==> src/hw/asrf_map.vh <==
/*
  Constants for the serial result framer: frame layout, coding limits and timing counts.
  Assumes a 20 MHz system clock; included by the framer and its monitor.
*/
`ifndef ASRF_MAP_VH
`define ASRF_MAP_VH
// ==========================================================
// Frame layout
`define ASRF_FRAME_BITS 32
`define ASRF_BIT_DONE 31
`define ASRF_BIT_FILLER 30
`define ASRF_BIT_SIGN 29
`define ASRF_BIT_RES_MSB 28
`define ASRF_BIT_RES_LSB 6
`define ASRF_BIT_ADDR_MSB 5
`define ASRF_BIT_ADDR_LSB 1
`define ASRF_BIT_PARITY 0
`define ASRF_RES_BITS 23
`define ASRF_ADDR_BITS 5
// ==========================================================
// Result coding: 24-bit two's complement input, limits are +FS and -FS
`define ASRF_IN_BITS 24
`define ASRF_FS_POS 24'h400000
`define ASRF_FS_NEG 24'hC00000
`define ASRF_ADDR_RESET 5'h00
// ==========================================================
// Timing
`define ASRF_CLK_HZ 20000000
// Lowest detectable external conversion clock
`define ASRF_EXT_MIN_HZ 2560
// Longest half period of that clock, in system cycles (rounded down)
`define ASRF_EXT_TIMEOUT (`ASRF_CLK_HZ / (2 * `ASRF_EXT_MIN_HZ))
// Internal SCK divider: half period in system cycles
`define ASRF_SCK_HALF 8
`endif

==> src/hw/asrf_fifo.v <==
/*
  Parameterised synchronous FIFO with valid/ready on both sides.
  Assumes a single clock and a synchronous active-low reset.
*/
`timescale 1ns/1ns
module asrf_fifo #(
  parameter WIDTH = 29,
  parameter DEPTH = 8,
  parameter AW = 3
) (
  // Clock and reset
  input wire clk_in,
  input wire rst_n_in,
  // Fill side
  input wire in_valid_in,
  input wire [WIDTH-1:0] in_data_in,
  output wire in_ready_out,
  // Drain side
  output wire out_valid_out,
  output wire [WIDTH-1:0] out_data_out,
  input wire out_ready_in
);
  reg [WIDTH-1:0] mem [0:DEPTH-1];
  reg [AW-1:0] wr_ptr;
  reg [AW-1:0] rd_ptr;
  reg [AW:0] count;
  wire push;
  wire pop;
  assign in_ready_out = (count != DEPTH[AW:0]);
  assign out_valid_out = (count != {(AW+1){1'b0}});
  assign out_data_out = mem[rd_ptr];
  assign push = in_valid_in & in_ready_out;
  assign pop = out_valid_out & out_ready_in;
  always @(posedge clk_in)
  begin
    if (push)
    begin
      mem[wr_ptr] <= in_data_in;
    end
  end
  always @(posedge clk_in)
  begin
    if (!rst_n_in)
    begin
      wr_ptr <= {AW{1'b0}};
      rd_ptr <= {AW{1'b0}};
      count <= {(AW+1){1'b0}};
    end
    else
    begin
      if (push)
      begin
        wr_ptr <= (wr_ptr == DEPTH[AW-1:0] - 1'b1) ? {AW{1'b0}} : wr_ptr + 1'b1;
      end
      if (pop)
      begin
        rd_ptr <= (rd_ptr == DEPTH[AW-1:0] - 1'b1) ? {AW{1'b0}} : rd_ptr + 1'b1;
      end
      if (push && !pop)
      begin
        count <= count + 1'b1;
      end
      else if (pop && !push)
      begin
        count <= count - 1'b1;
      end
    end
  end
endmodule // asrf_fifo

==> src/hw/asrf_framer.v <==
/*
  Serial result framer: formats conversion results into 32-bit frames, shifts them out
  under chip select and serial clock, takes the next channel address, and picks the
  conversion clock source from the rejection-select pin.
  Assumes the converter core hands results with a valid/ready strobe and that all pins
  come from outside the clk_in domain.
*/
// What this block does
// - Each result goes out as a 32-bit frame, most significant bit first.
// - Bit 31 is conversion-done flag, high while converting, low when done.
// - Bit 30 is a filler bit, always zero.
// - Bit 29 is the sign, high for positive or zero input.
// - Over-range sends bits 29 and 28 high; under-range sends both low.
// - Bits 28 to 6 carry the 23-bit result, MSB at bit 28.
// - Bits 5 to 1 echo the conversion's address, single-ended select first.
// - Bit 0 makes the count of ones in the frame even.
// - Address shifted in during readout selects and reports the next conversion.
// - Chip select high keeps SDO released and SCK ignored.
// - With chip select low the done flag shows and falls at once on completion.
// - Bit 31 shows first; later bits shift on falling edges; bit 0 after 31st.
// - The 32nd falling edge starts a conversion and drives SDO high.
// - Results above full scale clamp to +FS; results below -FS clamp to -FS minus one LSB.
// - Minus one LSB and negative full scale code as specified.
// - Rejection-select low gives 60 Hz, high gives 50 Hz, with internal oscillator.
// - A clock of 2560 Hz or more on rejection select becomes conversion clock.
// - Without that clock the internal oscillator runs again.
// - Clock-source changes never corrupt the serial data stream.
// - Frame bits leave on SCK falling edges; address bits are taken on rising.
// - Sleep lasts until the first SCK rising edge with chip select low.
// - Chip select rising in data state aborts and starts conversion; partial address dropped.
// - SCK level at chip-select fall picks internal or external SCK; reset always gives external.
`timescale 1ns/1ns
`include "asrf_map.vh"
module asrf_framer #(
  parameter FIFO_DEPTH = 8,
  parameter EXT_TIMEOUT = `ASRF_EXT_TIMEOUT
) (
  // Clock and reset
  input wire clk_in,
  input wire rst_n_in,
  // Results from the converter core
  input wire result_valid_in,
  input wire [`ASRF_IN_BITS-1:0] result_in,
  output wire result_ready_out,
  // Conversion control toward the core
  output reg conv_start_out,
  output reg [`ASRF_ADDR_BITS-1:0] conv_addr_out,
  output reg converting_out,
  // Clock source selection
  input wire rejection_clock_select_in,
  output reg ext_clock_mode_out,
  output reg osc_enable_out,
  output reg reject_50hz_out,
  // Serial pins
  input wire cs_n_in,
  input wire sck_in,
  output reg sck_out,
  output wire sck_oe_out,
  input wire sdi_in,
  output reg sdo_out,
  output wire sdo_oe_out
);
  // ==========================================================
  // Pin synchronisers
  reg [1:0] cs_s;
  reg [1:0] sck_s;
  reg [1:0] sdi_s;
  reg [1:0] fo_s;
  reg cs_d;
  reg sck_d;
  reg fo_d;
  always @(posedge clk_in)
  begin
    if (!rst_n_in)
    begin
      cs_s <= 2'h3;
      sck_s <= 2'h0;
      sdi_s <= 2'h0;
      fo_s <= 2'h0;
      cs_d <= 1'b1;
      sck_d <= 1'b0;
      fo_d <= 1'b0;
    end
    else
    begin
      cs_s <= {cs_s[0], cs_n_in};
      sck_s <= {sck_s[0], sck_in};
      sdi_s <= {sdi_s[0], sdi_in};
      fo_s <= {fo_s[0], rejection_clock_select_in};
      cs_d <= cs_s[1];
      sck_d <= sck_s[1];
      fo_d <= fo_s[1];
    end
  end
  wire cs_low = ~cs_s[1];
  wire cs_fall = cs_d & ~cs_s[1];
  wire cs_rise = ~cs_d & cs_s[1];
  // ==========================================================
  // SCK mode: external after reset release (synchroniser still low), sampled at each chip-select fall
  reg int_sck;
  reg mode_pending;
  always @(posedge clk_in)
  begin
    if (!rst_n_in)
    begin
      int_sck <= 1'b1;
      mode_pending <= 1'b1;
    end
    else if (mode_pending || cs_fall)
    begin
      int_sck <= sck_s[1];
      mode_pending <= 1'b0;
    end
  end
  // Internal SCK divider runs only in sleep and data states with chip select low
  localparam ST_CONV = 3'b001;
  localparam ST_SLEEP = 3'b010;
  localparam ST_DATA = 3'b100;
  reg [2:0] state;
  reg [3:0] div_cnt;
  wire int_run = int_sck & cs_low & (state != ST_CONV);
  always @(posedge clk_in)
  begin
    if (!rst_n_in || !int_run)
    begin
      div_cnt <= 4'h0;
      sck_out <= 1'b0;
    end
    else if (div_cnt == `ASRF_SCK_HALF - 1)
    begin
      div_cnt <= 4'h0;
      sck_out <= ~sck_out;
    end
    else
    begin
      div_cnt <= div_cnt + 4'h1;
    end
  end
  assign sck_oe_out = int_sck & cs_low;
  // Edges come from the driven clock or the sampled pin; ignored with chip select high
  reg sck_out_d;
  always @(posedge clk_in)
  begin
    if (!rst_n_in)
    begin
      sck_out_d <= 1'b0;
    end
    else
    begin
      sck_out_d <= sck_out;
    end
  end
  wire sck_rise = cs_low & (int_sck ? (sck_out & ~sck_out_d) : (sck_s[1] & ~sck_d));
  wire sck_fall = cs_low & (int_sck ? (~sck_out & sck_out_d) : (~sck_s[1] & sck_d));
  // ==========================================================
  // Result FIFO, fed by the core and drained one frame per conversion
  wire fifo_valid;
  wire [`ASRF_IN_BITS-1:0] fifo_data;
  reg fifo_take;
  asrf_fifo #(
    .WIDTH(`ASRF_IN_BITS),
    .DEPTH(FIFO_DEPTH),
    .AW(3)
  ) u_fifo (
    .clk_in(clk_in),
    .rst_n_in(rst_n_in),
    .in_valid_in(result_valid_in),
    .in_data_in(result_in),
    .in_ready_out(result_ready_out),
    .out_valid_out(fifo_valid),
    .out_data_out(fifo_data),
    .out_ready_in(fifo_take)
  );
  // ==========================================================
  // Frame formatting
  reg [`ASRF_RES_BITS:0] coded;
  reg [`ASRF_FRAME_BITS-1:0] next_frame;
  always @*
  begin
    if ($signed(fifo_data) > $signed(`ASRF_FS_POS))
    begin
      coded = {1'b1, 1'b1, 22'h000000};
    end
    else if ($signed(fifo_data) < $signed(`ASRF_FS_NEG))
    begin
      coded = {1'b0, 1'b0, 22'h3FFFFF};
    end
    else
    begin
      // Offset coding: sign high for zero and up; -1 is 0/all ones, -FS is 0,1,0...
      coded = fifo_data[23:0] ^ 24'h800000;
      coded[23] = ~fifo_data[23];
    end
    next_frame = {1'b0, 1'b0, coded, conv_addr_out, 1'b0};
    next_frame[`ASRF_BIT_PARITY] = ^next_frame[31:1];
  end
  // ==========================================================
  // Conversion, sleep and data states
  reg [`ASRF_FRAME_BITS-1:0] shreg;
  reg [5:0] bit_cnt;
  reg [`ASRF_ADDR_BITS-1:0] addr_sh;
  reg [2:0] addr_cnt;
  reg [`ASRF_ADDR_BITS-1:0] next_addr;
  always @(posedge clk_in)
  begin
    if (!rst_n_in)
    begin
      state <= ST_CONV;
      converting_out <= 1'b1;
      conv_start_out <= 1'b1;
      conv_addr_out <= `ASRF_ADDR_RESET;
      next_addr <= `ASRF_ADDR_RESET;
      shreg <= 32'hFFFFFFFF;
      bit_cnt <= 6'h00;
      addr_sh <= 5'h00;
      addr_cnt <= 3'h0;
      fifo_take <= 1'b0;
      sdo_out <= 1'b1;
    end
    else
    begin
      conv_start_out <= 1'b0;
      fifo_take <= 1'b0;
      case (state)
        ST_CONV:
        begin
          sdo_out <= 1'b1;
          if (fifo_valid && !fifo_take)
          begin
            shreg <= next_frame;
            fifo_take <= 1'b1;
            converting_out <= 1'b0;
            sdo_out <= 1'b0;
            state <= ST_SLEEP;
          end
        end
        ST_SLEEP:
        begin
          sdo_out <= shreg[`ASRF_BIT_DONE];
          if (sck_rise)
          begin
            state <= ST_DATA;
            bit_cnt <= 6'h00;
            addr_sh <= {addr_sh[3:0], sdi_s[1]};
            addr_cnt <= 3'h1;
          end
        end
        ST_DATA:
        begin
          if (cs_rise)
          begin
            // Abort keeps old address unless all five bits arrived
            conv_addr_out <= next_addr;
            converting_out <= 1'b1;
            conv_start_out <= 1'b1;
            state <= ST_CONV;
          end
          else
          begin
            if (sck_rise && addr_cnt < `ASRF_ADDR_BITS)
            begin
              addr_sh <= {addr_sh[3:0], sdi_s[1]};
              addr_cnt <= addr_cnt + 3'h1;
              if (addr_cnt == `ASRF_ADDR_BITS - 1)
              begin
                next_addr <= {addr_sh[3:0], sdi_s[1]};
              end
            end
            if (sck_fall)
            begin
              bit_cnt <= bit_cnt + 6'h01;
              if (bit_cnt == `ASRF_FRAME_BITS - 1)
              begin
                sdo_out <= 1'b1;
                conv_addr_out <= next_addr;
                converting_out <= 1'b1;
                conv_start_out <= 1'b1;
                state <= ST_CONV;
              end
              else
              begin
                shreg <= {shreg[30:0], 1'b0};
                sdo_out <= shreg[30];
              end
            end
          end
        end
        default:
        begin
          state <= ST_CONV;
        end
      endcase
    end
  end
  assign sdo_oe_out = cs_low;
  // ==========================================================
  // Conversion clock source: toggles within the timeout mean an external clock
  reg [19:0] fo_timer;
  reg [1:0] fo_edges;
  always @(posedge clk_in)
  begin
    if (!rst_n_in)
    begin
      fo_timer <= 20'h00000;
      fo_edges <= 2'h0;
      ext_clock_mode_out <= 1'b0;
      osc_enable_out <= 1'b1;
      reject_50hz_out <= 1'b0;
    end
    else
    begin
      if (fo_s[1] != fo_d)
      begin
        fo_timer <= 20'h00000;
        if (fo_edges == 2'h2)
        begin
          ext_clock_mode_out <= 1'b1;
          osc_enable_out <= 1'b0;
        end
        else
        begin
          fo_edges <= fo_edges + 2'h1;
        end
      end
      else if (fo_timer >= EXT_TIMEOUT[19:0])
      begin
        fo_edges <= 2'h0;
        ext_clock_mode_out <= 1'b0;
        osc_enable_out <= 1'b1;
        // Only a steady level selects the notch; serial path is untouched
        reject_50hz_out <= fo_s[1];
      end
      else
      begin
        fo_timer <= fo_timer + 20'h00001;
      end
    end
  end
endmodule // asrf_framer

==> config.mk <==
export PLATFORM = sky130hd
export DESIGN_NAME = asrf_framer
export DESIGN_NICKNAME = d
export VERILOG_FILES = /design/src/hw/asrf_fifo.v /design/src/hw/asrf_framer.v
export VERILOG_INCLUDE_DIRS = /design/src /design/src/hw
export SDC_FILE = /design/constraint.sdc
export NUM_CORES = 1
export LEC_CHECK = 0
export ABC_AREA = 0
export BUFFER_PORTS_ARGS = -buffer_cell sky130_fd_sc_hd__buf_4
export CORE_MARGIN = 5
export CORE_UTILIZATION = 45
export DETAILED_ROUTE_END_ITERATION = 12
export HOLD_SLACK_MARGIN = 0.02
export PLACE_DENSITY = 0.63
export SETUP_SLACK_MARGIN = 0.4
export SLEW_MARGIN = 20
export SYNTH_ARGS = -nofsm -noshare
export SYNTH_HDL_FRONTEND = slang
export SYNTH_SLANG_ARGS = --single-unit
==> constraint.sdc <==
create_clock -name clk_in -period 4.15 [get_ports clk_in]
set_input_delay 0.415 -clock clk_in [delete_from_list [all_inputs] [get_ports clk_in]]
set_output_delay 0.415 -clock clk_in [all_outputs]
set_load 0.03 [all_outputs]
Yosys cells after proc, flatten, opt, wreduce, memory -nomap -nowiden
Memory sizes are Yosys's and may differ from the RTL's. A register that Yosys moved wholly into a read port is not among the register bits.
Index checks and enable logic that the tools add are counted.
- bits in registers: 116
- latch bits: 0
- bits in writable memories: 192
- memory bits (read-only): 0
- input port bits: 31
- output and inout port bits: 15
- memories kept: 1
- add/subtract/negate cells: 9
- $mul: 0
- div/mod/pow operators: 0
- magnitude comparators: 4
- eq/ne operators: 22
- shift-type cells: 0
- multiplexer cells: 62
- bitwise logic cells: 22
- reductions and logical operators: 34
- memory list (memory ; depth ; bits a word ; read ports ; clocked after memory_dff ; write ports ; RTL line ; source):
    u_fifo.mem ; 8 ; 24 ; 1 ; 1 ; 1 ; asrf_fifo.v:23 ; reg [WIDTH-1:0] mem [0:DEPTH-1];
- operator list (operator ; count):
    two-way mux 32 bit ; 4
    one-hot mux 32 bit (2 select lines) ; 1
    two-way mux 24 bit ; 2
    two-way mux 3 bit ; 12
    XOR reduction 31 bit ; 1
    > comparator 24 bit (second input constant) ; 1
    < comparator 24 x 23 -> 1 bit (second input constant) ; 1
    two-way mux 1 bit ; 23
    adder 20 x 1 -> 20 bit (second input constant) ; 1
    greater-or-equal comparator 20 x 12 -> 1 bit (second input constant) ; 1
    two-way mux 4 bit ; 5
    AND reduction 4 bit ; 5
    two-way mux 6 bit ; 3
    two-way mux 5 bit ; 3
    != test 2 bit (second input constant) ; 7
    AND 1 bit ; 12
    equality test 3 bit (second input constant) ; 4
    one-hot mux 6 bit (2 select lines) ; 1
    nonzero test 2 bit ; 6
    inverter 1 bit ; 10
    adder 3 x 1 -> 3 bit (second input constant) ; 3
    one-hot mux 3 bit (3 select lines) ; 1
    adder 4 x 1 -> 4 bit (second input constant) ; 2
    one-hot mux 4 bit (2 select lines) ; 1
    27 further kinds ; 43

Longest topological paths before layout
Gate-level depths: netlist of run 1.
- depth in word-level cells: 8
- depth in mapped cells: 13
- gate-level depth less buffers: 12

By module
Synthesis of run 1 repeated with hierarchy kept, for this count alone.
- cell total of the unflattened synthesis: 907
- area total of the unflattened synthesis: 12573.3 um^2
- by module, submodules not included (module ; times used ; cells an instance ; area an instance (um^2) ; sequential area each (um^2)):
    asrf_fifo ; 1 ; 352 ; 7931.4 ; 6025.8
    asrf_framer ; 1 ; 555 ; 4642.0 ; 2122.0

Worst setup path before layout of run 1
OpenSTA, ideal clock, no wires.
- path kind: reg2reg
- from: register u_fifo.count[0]
- to: memory u_fifo.mem[0][0] (netlist bit), enable pin
- setup time: 0.466 ns
- arrival: 3.319 ns
- required time: 3.684 ns
- path slack: 0.365 ns
- stages on the path, launching flop included: 5
- buffers on the path: 0
- path through: dfxtp_1 > nor3_1 > nand2_1 > nand2_1 > nor4_1
- word-level cells in the longest chain between the ends: 4
- ends and longest elaborated chain (item ; RTL line ; source):
    from (decl) ; asrf_fifo.v:26 ; reg [AW:0] count;
    from (signal assigned) ; asrf_fifo.v:47 ; count <= {(AW+1){1'b0}};
    from (signal assigned) ; asrf_fifo.v:61 ; count <= count + 1'b1;
    from (signal assigned) ; asrf_fifo.v:65 ; count <= count - 1'b1;
    != test 4 bit ; asrf_fifo.v:29 ; assign in_ready_out = (count != DEPTH[AW:0]);
    via result_ready_out ; asrf_framer.v:44 ; output wire result_ready_out,
    AND 1 bit ; asrf_fifo.v:32 ; assign push = in_valid_in & in_ready_out;
    two-way mux 1 bit ; asrf_fifo.v:36 ; if (push)
    two-way mux 1 bit (implied by the code) ; asrf_fifo.v:38 ; mem[wr_ptr] <= in_data_in;
    to (decl) ; asrf_fifo.v:23 ;
The timed path passes the listed nets, and every way through them passes these cells.

==> impl_metrics.env, run 1 <==
export IMPL_endpoint_kind="flop"
export IMPL_nNetsFinal=999
export IMPL_ys_ff_latch=311
export IMPL_port_buffers=45
export IMPL_hold_buffers=0
export IMPL_synth_top_area_share_pct=45.15
export IMPL_syn2layout_area_growth_pct=14.58
export IMPL_clock_path_buffers=3
export IMPL_synth_edf_count=192
export IMPL_wirelength_um=24660
export IMPL_ctsResizeCount=0
export IMPL_ys_seq_area_share_pct=63.80
export IMPL_final_common_cell="edfxtp_1"
export IMPL_htree_levels=2
export IMPL_p_leak_uw=0.005127
export IMPL_vias_per_cell=5.318
export IMPL_clock_fmax_mhz=294.7
export IMPL_hold_violations=0
export IMPL_setup_violations_final=0
export IMPL_max_vdd_ir_drop_mv=0.3627
export IMPL_synthFlopType="edfxtp_1"
export IMPL_wire_per_inst_um=18.17
export IMPL_syn_inst=890
export IMPL_final_core_util_pct=52.38
export IMPL_max_slew_margin_pct=33.34
export IMPL_final_max_slew_viol_count=0
export IMPL_fin_crit_ns=3.393
export IMPL_cts_setup_buffers=0
export IMPL_status="complete, no violations"
export IMPL_max_cap_violations=0
export IMPL_syn_nets=936
export IMPL_via_count=7216
export IMPL_hold_class="primary input to flop"
export IMPL_coreArea_sq_mm=0.02793
export IMPL_drtPass1Iterations=4
export IMPL_cts_tree="yes"
export IMPL_synth_cell_types=58
export IMPL_multiInputGateArea_sq_mm=0.004262
export IMPL_yosys_top_cells_area="edfxtp_1, dfxtp_1, mux4_2"
export IMPL_numCtsBuffers=35
export IMPL_finClkSkew_ns=0.02220
export IMPL_post_route_period_util_pct=81.76
export IMPL_rsz0062_at_grt="false"
export IMPL_drt_iter0_markers=448
export IMPL_rows=61
export IMPL_clkTransAtPathRegs_ns=0.06
export IMPL_crit_fanout=22
export IMPL_io_pins=46
export IMPL_grt_use_total_pct=15.94
export IMPL_layout_drive_gt1_share_pct=20.74
export IMPL_yosysTopAreaCell="edfxtp_1"
export IMPL_power_per_cell_area_mw_per_mm2=605.8
export IMPL_hpwl_um=15630
export IMPL_cp_arrival_ns=3.81
export IMPL_syn_area_sq_mm=0.01277
export IMPL_ant_nets=0
export IMPL_mostFrequentLayoutCells="edfxtp_1, dfxtp_1, nor2_1"
export IMPL_worst_slew_pin_slew_ns=0.9999
export IMPL_async_flop_share_pct=0
export IMPL_drcViolationCount=0
export IMPL_cp_start_kind="flop"
export IMPL_die_area_sq_mm=0.03185
export IMPL_gr_total_overflow=0
export IMPL_die_y_um=178.5
export IMPL_grt_pass1_vias=7241
export IMPL_grt_pass1_wl_um=39870
export IMPL_clock_latency_ns=0.52
export IMPL_antenna_found_initial=1
export IMPL_clockRootBuffer="clkbuf_16"
export IMPL_die_w_um=178.5
export IMPL_ys_warnings_count=0
export IMPL_n_fill_cell=2349
export IMPL_start_util_pct=45.72
export IMPL_crit_type="flop to flop"
export IMPL_cp_required_ns=4.57
export IMPL_cts_num_sinks=311
export IMPL_grt_max_degree=62
export IMPL_fin_setup_tns_ns=0
export IMPL_routabilityCongestion=0.7466
export IMPL_seq_area_sq_mm=0.008152
export IMPL_syn_area_per_cell_sq_um=14.35
export IMPL_antennaDiodeCount=0
==> layer usage <==
layer	vias to the layer above	part of all wire (%)	routed length, um	GRT usage, %
li1	3458	-	-	-
met1	3570	46	11360	22.43
met2	146	47	11620	25.67
met3	40	4.8	1192	3.073
met4	2	1.9	479	4.093
met5	-	0.053	13	0
==> worst max-delay path, cell delays in order (launching register included) <==
cell and delay [ns]:
dfxtp_2 0.56, buf_4 0.32, buf_4 0.21, mux4_2 0.52, mux2i_2 0.23, nand4_1 0.11
or4_1 0.56, o21ai_2 0.23, nand2_4 0.25, o221ai_1 0.28
==> synth_stat cells, types with 9 or more instances <==
library cell and count:
a21oi_1 42, and2_1 9, and3_1 12, buf_2 10, clkbuf_1 14, dfxtp_1 119
edfxtp_1 192, ha_1 14, inv_1 25, mux2i_1 34, mux4_1 11, mux4_2 39
nand2_1 48, nand3_1 14, nand4_1 14, nor2_1 104, nor2b_1 10, nor3_1 17
o21ai_0 12, o221ai_2 20, xnor2_1 28, xor2_1 14
==> worst paths after layout <==
| kind | startpoint | to | slack [ns] | cells after the start |
|---|---|---|---|---|
| worst max register to register | flop | shreg[27]$_SDFFE_PN1P_ | 0.76 | 9 |
| worst max-delay path | flop | shreg[27]$_SDFFE_PN1P_ | 0.76 | 9 |
| worst min register to register | cs_s[0]$_SDFF_PN1_ | cs_s[1]$_SDFF_PN1_ | 0.40 | 1 |
| worst min-delay path | cs_n_in | cs_s[0]$_SDFF_PN1_ | 0.1 | 2 |
==> through the flow <==
step / hold slack [ns] / instance area, sq um / setup slack [ns] / total power (uW) / std cells
final: 0.09569 / 14630 / 0.7569 / 8864 / 1357
after global routing: 0.08757 / 14630 / 0.4991 / 9345 / 1357
after CTS: 0.07575 / 14630 / 0.5562 / 8961 / 1357
after detailed placement: 0.3925 / 13500 / 0.5961 / 5986 / 1294
after global placement: 0.3933 / 13500 / 0.6362 / 5953 / 1294
after floorplan: 0.3863 / 12780 / 0.8353 / 5526 / 890
==> sequential cells by signal (all words and copies together) (netlist names), 2 cells and up, named ones only <==
signal         count
fo_edges           2
addr_cnt           3
fo_s               2
shreg             32
bit_cnt            6
sck_s              2
u_fifo.rd_ptr      3
u_fifo.mem       192
state              3
conv_addr_out      5
u_fifo.wr_ptr      3
next_addr          5
fo_timer          20
addr_sh            4
u_fifo.count       4
cs_s               2
div_cnt            4
sdi_s              2
==> cell families (layout without fill, tap and decap cells) <==
group                    Yosys count  in the layout  synth area share (%)
flip-flops                       311            311                 63.80
AND/OR/NAND/NOR                  257            257                 9.376
AO/OA/AOI/OAI                     99             99                 5.996
multiplexers                      93             93                 12.74
buffers and inverters             70            159                 3.253
XOR/XNOR                          44             44                 3.233
adder cells (fa/ha/maj)           16             16                 1.607
==> cell type report <==
type / instances / share of cell area (%)
Clock inverter: 13 / 1.035
Inverter: 26 / 0.6670
Tap cell: 378 / 3.232
Sequential cell: 311 / 55.71
Clock buffer: 50 / 6.644
Timing Repair Buffer: 70 / 3.591
Multi-Input combinational cell: 509 / 29.12
==> where the power goes <==
group	switching, uW	internal, uW	total (uW)
Sequential	182	3590	3770
Clock	1190	1770	2960
Combinational	1230	910	2140
(Power assumes the default switching activity.)
==> inputs of run 2 (changes only) <==
==> constraint.sdc (replaced) <==
create_clock -name clk_in -period 3.3 [get_ports clk_in]
set_input_delay 0.33 -clock clk_in [delete_from_list [all_inputs] [get_ports clk_in]]
set_output_delay 0.33 -clock clk_in [all_outputs]
set_load 0.03 [all_outputs]
==> run 2 against run 1 <==
Final cell count up 2.6%; critical path depth up 2; non-clock buffer count up 35; sequential power up 26%; routed wire length up 4.7%; via count up 2.3%; largest power group unchanged; clock skew down 0.0068 ns.
==> impl_metrics.env, run 2 (synthesized netlist as in run 1, its figures left out) <==
export IMPL_endpoint_kind="flop"
export IMPL_gr_total_overflow=0
export IMPL_nNetsFinal=1034
export IMPL_drcViolationCount=0
export IMPL_die_w_um=178.5
export IMPL_worst_slew_pin_slew_ns=0.7735
export IMPL_routabilityCongestion=0.8483
export IMPL_cts_num_sinks=311
export IMPL_power_frac_clock_pct=33.8
export IMPL_power_per_cell_area_mw_per_mm2=771.4
export IMPL_final_core_util_pct=54.56
export IMPL_mostFrequentLayoutCells="edfxtp_1, dfxtp_1, nor2_1"
export IMPL_drtPass1Iterations=5
export IMPL_holdWs_ns=0.03326
export IMPL_finClkSkew_ns=0.01535
export IMPL_hpwl_um=15380
export IMPL_switching_share_pct=28.87
export IMPL_status="complete, no violations"
export IMPL_start_util_pct=45.72
export IMPL_layout_drive_gt1_share_pct=25.35
export IMPL_die_y_um=178.5
export IMPL_crit_path_frequent_cell="xnor2_1"
export IMPL_max_vdd_ir_drop_mv=0.5326
export IMPL_pwr_share_comb_pct=25.9
export IMPL_crit_chain="buf_4 > buf_6 > mux4_2 > mux2i_4 > xnor2_2 > xnor2_1 > xnor3_1 > xnor2_1 > o21ai_1 > xnor2_1 > o21ai_1"
export IMPL_largest_reg_flops=192
export IMPL_wire_per_inst_um=18.54
export IMPL_final_max_slew_viol_count=0
export IMPL_setup_slack_ns=0.4542
export IMPL_htree_levels=2
export IMPL_antenna_found_initial=0
export IMPL_hold_violations=0
export IMPL_hold_path_startpoint="sdi_in"
export IMPL_clock_path_buffers=3
export IMPL_vias_per_cell=5.303
export IMPL_setup_violations_final=0
export IMPL_syn2layout_area_growth_pct=19.33
export IMPL_drt_iter0_markers=428
export IMPL_rows=61
export IMPL_via_count=7382
export IMPL_instances_no_fill=1392
export IMPL_hold_depth=2
export IMPL_fin_setup_tns_ns=0
export IMPL_crit_type="flop to flop"
export IMPL_dp_slack_ns=0.2745
export IMPL_seqPwrFrac_pct=40.3
export IMPL_p_int_uw=8361
export IMPL_io_pins=46
export IMPL_port_buffers=45
export IMPL_clkTransAtPathRegs_ns=0.06
export IMPL_r2r_end="shreg[0]$_SDFFE_PN1P_"
export IMPL_coreArea_sq_mm=0.02793
export IMPL_final_common_cell="edfxtp_1"
export IMPL_p_sw_uw=3394
export IMPL_r2r_cells=11
export IMPL_fin_crit_ns=2.846
export IMPL_grt_use_total_pct=16.04
export IMPL_clock_fmax_mhz=351.4
export IMPL_p_leak_uw=0.005393
export IMPL_wirelength_um=25810
export IMPL_antennaDiodeCount=0
export IMPL_cp_arrival_ns=3.23
export IMPL_worst_path_max_delay_cell="mux4_2"
export IMPL_rsz0062_at_grt="true"
export IMPL_cp_required_ns=3.69
export IMPL_regMostFlops="u_fifo.mem"
export IMPL_post_route_period_util_pct=86.24
export IMPL_clockRootBuffer="clkbuf_16"
export IMPL_crit_fanout=8
export IMPL_grt_pass1_vias=7305
export IMPL_ant_nets=0
export IMPL_reg_top3="u_fifo.mem x192, shreg x32, fo_timer x20"
export IMPL_max_cap_violations=0
export IMPL_hold_class="primary input to flop"
export IMPL_grt_pass1_wl_um=40280
export IMPL_cpPeakStageDelay_ns=0.52
export IMPL_die_area_sq_mm=0.03185
export IMPL_dp_cells=1303
export IMPL_rrSetupSlack_ns=0.45
export IMPL_cts_tree="yes"
export IMPL_cp_start_kind="flop"
export IMPL_hold_end="sdi_s[0]$_SDFF_PN0_"
export IMPL_max_slew_margin_pct=48.06
export IMPL_clock_latency_ns=0.51
export IMPL_numCtsBuffers=35
export IMPL_grt_max_degree=45
run 2: layout make-up:
class / count / area (sq um)
inverters: 26 / 97.59
clock inverters: 17 / 250.2
well taps: 378 / 473.0
fillers: 2299 / 12690
repair buffers: 105 / 967.2
multi-input cells: 509 / 4348
clock buffers: 46 / 947.2
flip-flops and latches: 311 / 8157
run 2: worst max path at each step:
stage	startpoint	end	slack, ns	cells past startpoint
after floorplan	u_fifo.count[0]$_SDFFE_PN0P_	u_fifo.mem[2][0]$_DFFE_PP_	0.14	4
after global placement	flop	shreg[0]$_SDFFE_PN1P_	0.29	9
after detailed placement	flop	shreg[0]$_SDFFE_PN1P_	0.27	9
after CTS	flop	shreg[0]$_SDFFE_PN1P_	0.37	10
after global routing	flop	shreg[0]$_SDFFE_PN1P_	0.32	11
final	flop	shreg[0]$_SDFFE_PN1P_	0.45	11
run 2: layer usage:
layer	part of all wire, %	track usage (%)	vias to the layer above
met1	45	22.43	3689
met4	1.6	3.358	0
met3	4.5	2.967	29
met2	49	26.46	136
met5	0	0	-
li1	-	-	3528
run 2: through the flow:
step,instance area (sq um),total power [uW]
final,15240,11760
after global routing,15240,12350
after CTS,14950,11720
after detailed placement,13650,7680
after global placement,13650,7638
after floorplan,12780,6950
run 2: repair_timing:
| item | 4_1_cts | 5_1_grt |
|---|---|---|
| gates cloned | 1 | 4 |
| pin swaps | 0 | 8 |
| setup endpoints to repair | 21 | 23 |
| endpoints found under the hold margin | 3 | 0 |
| gates resized for setup | 8 | 23 |
| buffers inserted | 0 | 18 |
| hold buffers | 3 | 0 |
run 2: power by group through the flow:
| stage | Clock (uW) | Sequential, uW | Combinational (uW) |
|---|---|---|---|
| after floorplan | 0 | 4760 | 2190 |
| after global placement | 0 | 4800 | 2840 |
| after detailed placement | 0 | 4810 | 2870 |
| after CTS | 4060 | 4730 | 2920 |
| after global routing | 4240 | 4780 | 3340 |
| final | 3970 | 4740 | 3050 |
run 2: worst max-delay path: cells and delay by family (launching register included):
family	cells	cell delay, ns
AO/OA/AOI/OAI	2	0.19
buffers and inverters	2	0.28
flip-flops	1	0.49
XOR/XNOR	5	1.02
multiplexers	2	0.74
